<file path="config.mk">
export PLATFORM = sky130hd
export DESIGN_NAME = pulse_accum
export DESIGN_NICKNAME = d
export VERILOG_FILES = /design/src/core/pacc_pkg.sv /design/src/core/pulse_accum.sv
export VERILOG_INCLUDE_DIRS = /design/src /design/src/core
export SDC_FILE = /design/constraint.sdc
export NUM_CORES = 1
export LEC_CHECK = 0
export BUFFER_PORTS_ARGS = -buffer_cell sky130_fd_sc_hd__buf_2
export CORE_MARGIN = 2
export CORE_UTILIZATION = 43
export DETAILED_ROUTE_END_ITERATION = 8
export PLACE_DENSITY = 0.7
export SKIP_CTS_REPAIR_TIMING = 1
export SYNTH_ARGS = -nofsm -noshare
export SYNTH_HDL_FRONTEND = slang
export SYNTH_SLANG_ARGS = --single-unit
</file>
<file path="constraint.sdc">
create_clock -name SYS_CLK_I -period 3 [get_ports SYS_CLK_I]
set_input_delay 0.15 -clock SYS_CLK_I [delete_from_list [all_inputs] [get_ports SYS_CLK_I]]
set_output_delay 0.15 -clock SYS_CLK_I [all_outputs]
set_load 0.01 [all_outputs]
</file>
<file path="src/core/pacc_map.svh">
// Register offsets, field positions, reset values and counts of the pulse accumulator
`ifndef PACC_MAP_SVH
`define PACC_MAP_SVH

// Byte offsets from the timer module base
`define PACC_CTRL_OFS   12'h020
`define PACC_COUNT_OFS  12'h024
`define PACC_STAT_OFS   12'h028
`define PACC_MASK_OFS   12'h02C
`define PACC_TSYS_OFS   12'h030

// Control register fields
`define PACC_EN_BIT     6
`define PACC_MODE_BIT   5
`define PACC_EDGE_BIT   4
`define PACC_OVIE_BIT   1
`define PACC_INIE_BIT   0
`define PACC_CTRL_WMASK 8'h7F

// Timer system control fields
`define PACC_TEN_BIT    7
`define PACC_SWAI_BIT   6
`define PACC_TSYS_WMASK 8'hC0

// Status and mask bit positions
`define PACC_IN_FLAG    0
`define PACC_OV_FLAG    1

// Reset values
`define PACC_CTRL_RST   8'h00
`define PACC_TSYS_RST   8'h00
`define PACC_MASK_RST   2'h3
`define PACC_COUNT_RST  16'h0000

// Bus clock divider for gated time accumulation
`define PACC_PRESCALE   64
`define PACC_PRE_LAST   6'h3F

`endif

</file>
<file path="src/core/pacc_pkg.sv">
// Types shared by the pulse accumulator control logic
package pacc_pkg;

	// Control register layout
	typedef struct packed {
		logic       rsvd;
		logic       accum_system_enable;
		logic       accum_mode_select;
		logic       edge_polarity_select;
		logic [1:0] clk_sel;
		logic       overflow_irq_enable;
		logic       input_irq_enable;
	} accum_control_reg_t;

	// Timer system control layout
	typedef struct packed {
		logic       main_timer_enable;
		logic       stop_in_wait;
		logic [5:0] rsvd;
	} tsys_ctrl_t;

	// Whole state of the block
	typedef struct packed {
		accum_control_reg_t ctrl;
		tsys_ctrl_t         tsys;
		logic [15:0]        count;
		logic [1:0]         stat;
		logic [1:0]         mask;
		logic               pin_s1;
		logic               pin_s2;
		logic               pin_d;
		logic [5:0]         pre;
		logic [31:0]        rdata;
	} pacc_state_t;

endpackage

</file>
<file path="src/core/pulse_accum.sv">
// Pulse accumulator control with APB register slave
`timescale 1ns/100ps
`include "pacc_map.svh"

module pulse_accum
	import pacc_pkg::*;
(
	// Clock and reset
	input  wire logic        SYS_CLK_I,
	input  wire logic        RST_B_I,
	// APB slave
	input  wire logic        PSEL_I,
	input  wire logic        PENABLE_I,
	input  wire logic        PWRITE_I,
	input  wire logic [11:0] PADDR_I,
	input  wire logic [31:0] PWDATA_I,
	output logic [31:0]      PRDATA_O,
	output logic             PREADY_O,
	output logic             PSLVERR_O,
	// Channel 7 pin and processor state
	input  wire logic        CH7_PIN_I,
	input  wire logic        WAIT_MODE_I,
	// Results
	output logic [15:0]      COUNT_O,
	output logic [1:0]       CLK_SEL_O,
	output logic             IRQ_O
);

	////////////////////////////////////////////////////////////////////////////
	// State and decode signals

	pacc_state_t st_r;
	pacc_state_t st_nxt;
	logic        wr_en;
	logic        rd_setup;
	logic        hit;
	logic        halt;
	logic        tick;
	logic        rise;
	logic        fall;
	logic        cnt_edge;
	logic        gate_on;
	logic        inc;
	logic        in_evt;
	logic        ov_evt;
	logic [1:0]  w1c;
	logic [31:0] rd_mux;

	////////////////////////////////////////////////////////////////////////////
	// APB decode

	// Access phase writes, setup phase loads read data
	assign wr_en    = PSEL_I & PENABLE_I & PWRITE_I & hit;
	assign rd_setup = PSEL_I & ~PENABLE_I & ~PWRITE_I;

	// Address hit
	always_comb begin
		unique case (PADDR_I)
			`PACC_CTRL_OFS:  hit = 1'b1;
			`PACC_COUNT_OFS: hit = 1'b1;
			`PACC_STAT_OFS:  hit = 1'b1;
			`PACC_MASK_OFS:  hit = 1'b1;
			`PACC_TSYS_OFS:  hit = 1'b1;
			default:         hit = 1'b0;
		endcase
	end

	// Read data selection, reserved bits zero
	always_comb begin
		unique case (PADDR_I)
			`PACC_CTRL_OFS:  rd_mux = {24'h000000, 1'b0, st_r.ctrl[6:0]};
			`PACC_COUNT_OFS: rd_mux = {16'h0000, st_r.count};
			`PACC_STAT_OFS:  rd_mux = {30'h00000000, st_r.stat};
			`PACC_MASK_OFS:  rd_mux = {30'h00000000, st_r.mask};
			`PACC_TSYS_OFS:  rd_mux = {24'h000000, st_r.tsys[7:6], 6'h00};
			default:         rd_mux = 32'h00000000;
		endcase
	end

	////////////////////////////////////////////////////////////////////////////
	// Pin edges and time base

	// Edges from the second synchroniser stage only
	assign rise = st_r.pin_s2 & ~st_r.pin_d;
	assign fall = ~st_r.pin_s2 & st_r.pin_d;

	// Wait mode halt when stop-in-wait set
	assign halt = st_r.tsys.stop_in_wait & WAIT_MODE_I;

	// Divide-by-64 tick, absent with the main timer off
	assign tick = st_r.tsys.main_timer_enable & ~halt
		& (st_r.pre == `PACC_PRE_LAST);

	// Selected counting edge for event mode
	assign cnt_edge = st_r.ctrl.edge_polarity_select ? rise : fall;

	// Gate level for time accumulation
	assign gate_on = st_r.ctrl.edge_polarity_select
		? ~st_r.pin_s2 : st_r.pin_s2;

	////////////////////////////////////////////////////////////////////////////
	// Counting events

	// Increment request by mode, only while enabled
	always_comb begin
		inc    = 1'b0;
		in_evt = 1'b0;
		if (st_r.ctrl.accum_system_enable & ~halt) begin
			if (!st_r.ctrl.accum_mode_select) begin
				inc    = cnt_edge;
				in_evt = cnt_edge;
			end else begin
				inc    = tick & gate_on;
				// Trailing edge ends the gate
				in_evt = st_r.ctrl.edge_polarity_select ? rise : fall;
			end
		end
	end

	// Rollover from all ones
	assign ov_evt = inc & (st_r.count == 16'hFFFF);

	// Write-one-to-clear strobes for status
	assign w1c = (wr_en && PADDR_I == `PACC_STAT_OFS) ? PWDATA_I[1:0] : 2'h0;

	////////////////////////////////////////////////////////////////////////////
	// Next state

	always_comb begin
		st_nxt = st_r;
		// Two-stage synchroniser and edge history
		st_nxt.pin_s1 = CH7_PIN_I;
		st_nxt.pin_s2 = st_r.pin_s1;
		st_nxt.pin_d  = st_r.pin_s2;
		// Prescaler runs with the main timer
		if (st_r.tsys.main_timer_enable & ~halt) begin
			st_nxt.pre = st_r.pre + 6'h01;
		end else begin
			st_nxt.pre = 6'h00;
		end
		// Counter, software write wins
		if (inc) begin
			st_nxt.count = st_r.count + 16'h0001;
		end
		if (wr_en && PADDR_I == `PACC_COUNT_OFS) begin
			st_nxt.count = PWDATA_I[15:0];
		end
		// Sticky flags, set beats clear
		st_nxt.stat = st_r.stat & ~w1c;
		if (in_evt) begin
			st_nxt.stat[`PACC_IN_FLAG] = 1'b1;
		end
		if (ov_evt) begin
			st_nxt.stat[`PACC_OV_FLAG] = 1'b1;
		end
		// Register writes
		if (wr_en && PADDR_I == `PACC_CTRL_OFS) begin
			st_nxt.ctrl = PWDATA_I[7:0] & `PACC_CTRL_WMASK;
		end
		if (wr_en && PADDR_I == `PACC_MASK_OFS) begin
			st_nxt.mask = PWDATA_I[1:0];
		end
		if (wr_en && PADDR_I == `PACC_TSYS_OFS) begin
			st_nxt.tsys = PWDATA_I[7:0] & `PACC_TSYS_WMASK;
		end
		// Read data held through the access phase
		if (rd_setup) begin
			st_nxt.rdata = rd_mux;
		end
	end

	////////////////////////////////////////////////////////////////////////////
	// State register

	always_ff @(posedge SYS_CLK_I) begin
		if (!RST_B_I) begin
			st_r.ctrl   <= `PACC_CTRL_RST;
			st_r.tsys   <= `PACC_TSYS_RST;
			st_r.count  <= `PACC_COUNT_RST;
			st_r.stat   <= 2'h0;
			st_r.mask   <= `PACC_MASK_RST;
			st_r.pin_s1 <= 1'b0;
			st_r.pin_s2 <= 1'b0;
			st_r.pin_d  <= 1'b0;
			st_r.pre    <= 6'h00;
			st_r.rdata  <= 32'h00000000;
		end else begin
			st_r <= st_nxt;
		end
	end

	////////////////////////////////////////////////////////////////////////////
	// Outputs

	// Zero wait states; unmapped access errors
	assign PREADY_O  = 1'b1;
	assign PSLVERR_O = PSEL_I & PENABLE_I & ~hit;
	assign PRDATA_O  = st_r.rdata;
	assign COUNT_O   = st_r.count;
	assign CLK_SEL_O = st_r.ctrl.clk_sel;

	// Level interrupt from enabled, unmasked flags
	assign IRQ_O = |(st_r.stat & st_r.mask
		& {st_r.ctrl.overflow_irq_enable, st_r.ctrl.input_irq_enable});

	// Software write to the counter
	logic cnt_wr;
	assign cnt_wr = wr_en && PADDR_I == `PACC_COUNT_OFS;
endmodule

</file>
==> flow_summary.json, run 1 <==
{
  "setup_viol": 0,
  "power_density_nw_per_um2": 405,
  "path_clk_slew_ps": 90,
  "fmax_ghz": 0.440,
  "synth_ff_type": "dfxtp_1",
  "cts_buffer_depth": 2,
  "dpl-instance-area_sq_um": 3050,
  "total_power_uw": 1280,
  "crit_type": "reg -> reg",
  "synth_area_sq_um": 2950,
  "grt_pass1_vias": 2071,
  "crit_arrival_ps": 2460,
  "rows": 30,
  "cp-start-kind": "register",
  "globalRouteMet1Util": 0.243,
  "grt_use_total": 0.169,
  "drtIter0Drc": 136,
  "drive_above_1_share": 0.270,
  "timing.slew.headroom": 0.602,
  "layout_worst_path_cycle_share": 0.758,
  "ant_nets": 0,
  "antenna_found_initial": 0,
  "drt-total-wl_um": 6250,
  "utilization": 0.470,
  "fin_area_sq_um": 3160,
  "dieArea_sq_um": 7530,
  "grt_start_max_net_pins": 31,
  "die_w_um": 86.8,
  "avgRoutedWirePerCell_um": 13.8,
  "yosysSeqAreaShare": 0.367,
  "holdCritPathClass": "in -> reg",
  "syn_inst": 339,
  "num_vias": 2274,
  "clock-sinks": 54,
  "yosys.cell_types.count": 51,
  "min_period_ps": 2280,
  "cap_violations": 0,
  "cts_tree": "yes",
  "insertedDiodeCount": 0,
  "cp_max_fo": 9,
  "grtUsageMet3": 0.0333,
  "grt_first_pass_wirelength_um": 10100,
  "synthArstFlopShare": 0,
  "io_buffers": 70,
  "area_delta_synth_final_pct": 7.18,
  "worstMarginPinSlew_ps": 589,
  "cts_buffers": 5,
  "finalNetCount": 426,
  "start_util": 0.439,
  "synth_largest_area_cell": "dfxtp_1",
  "drc": 0,
  "die_y_um": 86.8,
  "dp_hpwl_um": 4740,
  "overflow": 0,
  "rsz0062_at_grt": "no",
  "core_sq_um": 6720,
  "met2_usage": 0.251,
  "cp.required_ps": 3190,
  "finalHoldViolCount": 0,
  "avgSynthCellArea_sq_um": 8.69,
  "drv_slew": 0,
  "ctsRootBufferMaster": "clkbuf_8",
  "io_pins": 104,
  "yosysWarnings": 0,
  "first_pass_iters": 5,
  "insertion_delay_ps": 310,
  "top_usage_layer": "met2",
  "leakage_uw": 0.00124,
  "synth_top_area_frac": 0.367,
  "end_kind": "register",
  "ys_ff_latch": 54,
  "gp_congestion": 0.793,
  "htreeDepth": 2,
  "setup-tns-final_ps": 0,
  "synth_area_leaders": "dfxtp_1 37%, buf_4 13%, nand2_1 5.9%",
  "fin_skew_ps": 8.81,
  "viasPerCell": 5.01,
  "status": "finished, final reports clean",
  "ir_worst_vdd_uv": 201,
  "synth_edf_count": 0
}
## area by class of cell
type	instances	area, sq um
Clock buffer	6	72.6
Clock inverter	2	37.5
Fill cell	685	3560
Inverter	9	33.8
Multi-Input combinational cell	231	1470
Sequential cell	54	1080
Tap cell	80	100
Timing Repair Buffer	72	365
## flip-flops by register name (all words and copies together), names as in the netlist
register   cells
PRDATA_O      16
st_r          18
COUNT_O       16
CLK_SEL_O      2
st_nxt         2
## cell usage in the layout (no fill, tap or decap), types with 2 or more instances in the layout
cell / synthesis / routed
clkbuf_8: 0 / 5
and2_1: 4 / 4
xnor2_1: 16 / 16
nor4_1: 4 / 4
a21oi_1: 2 / 2
nand3_1: 18 / 18
nand2_1: 46 / 46
a22o_1: 2 / 2
ha_1: 2 / 2
a21boi_0: 12 / 12
nor2b_1: 9 / 9
conb_1: 2 / 17
dfxtp_1: 54 / 54
mux4_2: 2 / 2
buf_2: 2 / 70
a22oi_1: 6 / 6
o21ai_0: 19 / 19
and3_1: 2 / 2
or4_4: 2 / 2
buf_4: 51 / 2
mux2i_1: 10 / 10
nor2_1: 14 / 14
o21a_1: 2 / 2
o21ai_1: 2 / 2
o21ai_2: 4 / 4
or3b_2: 3 / 3
nor3_1: 8 / 8
xor2_1: 4 / 4
inv_1: 9 / 9
## per-layer routing
layer  share of wire  wire (um)
met1            0.48       3010
met2            0.44       2760
met3           0.064        402
met4           0.013         80
met5               0          0
## stage by stage
| step | hold WS, ps | worst slack [ps] | std cells |
|---|---|---|---|
| 5_1_grt | 40.6 | 512 | 454 |
| 3_3_place_gp | 344 | 762 | 446 |
| 3_5_place_dp | 353 | 756 | 446 |
| 4_1_cts | 31.8 | 719 | 454 |
| 2_1_floorplan | 259 | 993 | 354 |
| 6_report | 35.5 | 725 | 454 |
## Yosys cell counts (3+ instances only)
cell type   n
xor2_1      4
and2_1      4
nor4_1      4
inv_1       9
nand2_1    46
clkbuf_1    6
o21ai_0    19
a22oi_1     6
a21boi_0   12
o21ai_2     4
nor2_1     14
or3b_2      3
xnor2_1    16
buf_4      51
nand3_1    18
mux2i_1    10
dfxtp_1    54
nor3_1      8
nor2b_1     9
## where the power goes
group	internal (uW)	switching (uW)	total [uW]
Combinational	29.7	46.2	75.9
Sequential	718	0.750	718
Clock	249	235	484
## kinds of logic (layout without fill, tap and decap cells)
family                     after synthesis  count (layout)  share of synthesized area
muxes                                   13              13                     0.0531
AOI/OAI and AO/OA                       52              52                      0.118
other                                    2              17                    0.00255
xor gates and xnor gates                20              20                     0.0594
DFF                                     54              54                      0.367
and+or+nand+nor                        127             127                      0.238
adders and majority gates                2               2                    0.00849
buffers and inverters                   69              89                      0.154
## critical path, stage by stage, from the launching register on
cell and delay, ps:
dfxtp_1 350, ha_1 200, nand3_1 130, nor4b_1 580, o21ai_2 280, nor4_1 370
xnor2_1 180, o21ai_2 60
## path summary, 6_finish.rpt
check                             startpoint           to  slack (ps)  depth (start not counted)
worst max register to register      st_r[32]  COUNT_O[13]         720                          7
worst min register to register    st_nxt[39]   st_nxt[38]         440                          1
worst max-delay path                st_r[32]  COUNT_O[13]         720                          7
worst min-delay path            PWDATA_I[11]  COUNT_O[11]          40                          3
Power figures use the tool's default switching activity.
==> inputs of run 2 (changes only) <==
==> constraint.sdc (replaced) <==
create_clock -name SYS_CLK_I -period 2.4 [get_ports SYS_CLK_I]
set_input_delay 0.12 -clock SYS_CLK_I [delete_from_list [all_inputs] [get_ports SYS_CLK_I]]
set_output_delay 0.12 -clock SYS_CLK_I [all_outputs]
set_load 0.01 [all_outputs]
==> flow_summary.json, run 2 (same netlist as run 1, synthesis figures left out) <==
{
  "timing.hold.ws_ps": 3.09,
  "drv_slew": 0,
  "reg2reg_to": "COUNT_O[13]",
  "num_vias": 2291,
  "cp.required_ps": 2590,
  "fmax_ghz": 0.468,
  "p_sw_uw": 359,
  "p_int_uw": 1170,
  "start_util": 0.439,
  "most-common-layout-cells": "70 x buf_2, 54 x dfxtp_1, 46 x nand2_1",
  "path_cells": "or3b_2 -> a21oi_1 -> o21ai_2 -> nor4_1 -> xnor2_1 -> o21ai_2",
  "layout_setup_ws_ps": 263,
  "insertedDiodeCount": 0,
  "drt-total-wl_um": 6300,
  "ir_worst_vdd_uv": 188,
  "htreeDepth": 2,
  "layout_worst_path_cycle_share": 0.890,
  "grt_use_total": 0.173,
  "setup_viol": 0,
  "area_delta_synth_final_pct": 7.43,
  "worst-path-buf-inv": 0,
  "io_buffers": 70,
  "status": "finished, final reports clean",
  "crit_type": "reg -> reg",
  "end_kind": "register",
  "cap_violations": 0,
  "grt_pass1_vias": 2045,
  "p_seq_frac": 0.588,
  "die_w_um": 86.8,
  "fin_skew_ps": 3.48,
  "min_period_ps": 2140,
  "sw_frac_of_total": 0.235,
  "path_clk_slew_ps": 100,
  "timing.slew.headroom": 0.595,
  "die_y_um": 86.8,
  "worst_r2r_path_depth": 6,
  "utilization": 0.471,
  "pwr-share-comb": 0.062,
  "overflow": 0,
  "critical-path-top-delay-family": "simple AND/OR/NAND/NOR gates",
  "clock-sinks": 54,
  "critPathMostFrequentCell": "o21ai_2",
  "ant_nets": 0,
  "clkPwrFrac": 0.349,
  "preCtsSetupSlack_ps": 302,
  "fin_area_sq_um": 3170,
  "largest_register_ffs": 18,
  "insertion_delay_ps": 310,
  "drc": 0,
  "r2r_setup_slack_ps": 260,
  "core_sq_um": 6720,
  "setup-tns-final_ps": 0,
  "dp_hpwl_um": 4870,
  "gp_congestion": 0.801,
  "ctsRootBufferMaster": "clkbuf_8",
  "crit_slowest_cell": "or3b_2",
  "rsz0062_at_grt": "no",
  "viasPerCell": 5.01,
  "critPathMaxStageDelay_ps": 490,
  "grt_first_pass_wirelength_um": 10300,
  "dpl-instance-area_sq_um": 3070,
  "cp.depth": 6,
  "first_pass_iters": 4,
  "top_register": "st_r",
  "antenna_found_initial": 0,
  "setup.worst_path.start": "st_r[73]",
  "io_pins": 104,
  "grt_start_max_net_pins": 31,
  "worstMarginPinSlew_ps": 606,
  "layout_commonest_cell": "buf_2",
  "endpoint": "COUNT_O[13]",
  "finalNetCount": 429,
  "cp_max_fo": 9,
  "avgRoutedWirePerCell_um": 13.8,
  "crit_arrival_ps": 2320,
  "leakage_uw": 0.00125,
  "cts_buffers": 5,
  "drive_above_1_share": 0.279,
  "power_density_nw_per_um2": 482,
  "finalHoldViolCount": 0,
  "drtIter0Drc": 181,
  "cts_tree": "yes",
  "reg2reg_from": "st_r[73]",
  "cts_buffer_depth": 2,
  "dieArea_sq_um": 7530,
  "holdCritPathClass": "in -> reg",
  "cp-start-kind": "register",
  "rows": 30
}
## run 2: cell types whose count changed in the layout (fill, tap and decap cells not counted), sizes merged
cell	before	now
buf	72	75
clkinv	0	1
bufinv	1	0
## run 2: per-layer routing
metal  global-route usage  wire (um)  part of all wire  vias to the layer above
met5                    0          0                 0                        -
met4               0.0582        102             0.016                        0
met3               0.0286        325             0.052                        8
met2                0.255       2810              0.45                       75
met1                0.254       3060              0.49                     1056
li1                     -          -                 -                     1152
## run 2: power by group through the flow
stage	combinational, uW	clock (uW)	sequential [uW]
6_report	95.0	533	898
5_1_grt	108	580	899
4_1_cts	95.0	546	898
3_5_place_dp	94.9	0	919
3_3_place_gp	94.9	0	919
2_1_floorplan	71.4	0	919
## run 2: tightest hold or removal path, cell delays in order
cell and delay, ps:
buf_2 70, nand2_1 50, o21ai_2 40
## run 2: metrics by stage
| step | instances | total power, uW |
|---|---|---|
| after floorplan | 354 | 990 |
| after global placement | 449 | 1010 |
| after detailed placement | 449 | 1010 |
| after CTS | 457 | 1540 |
| after global routing | 457 | 1590 |
| final | 457 | 1530 |
## run 2: area by class of cell
cell class	instances	area [sq um]
clock buffers	6	82.6
clock inverters	2	12.5
fillers	663	3550
inverters	9	33.8
multi-input cells	231	1470
flip-flops and latches	54	1080
well taps	80	100
repair buffers	75	388
## run 2: how the worst min path moves through the flow
stage	start	end	slack (ps)	cells past startpoint
final	PWDATA_I[11]	COUNT_O[11]	3	3
after floorplan	PWDATA_I[0]	COUNT_O[0]	230	2
after CTS	PWDATA_I[10]	COUNT_O[10]	-2	3
after global routing	PWDATA_I[15]	COUNT_O[15]	10	3
after detailed placement	PWDATA_I[10]	COUNT_O[10]	320	3
after global placement	PWDATA_I[12]	COUNT_O[12]	310	3
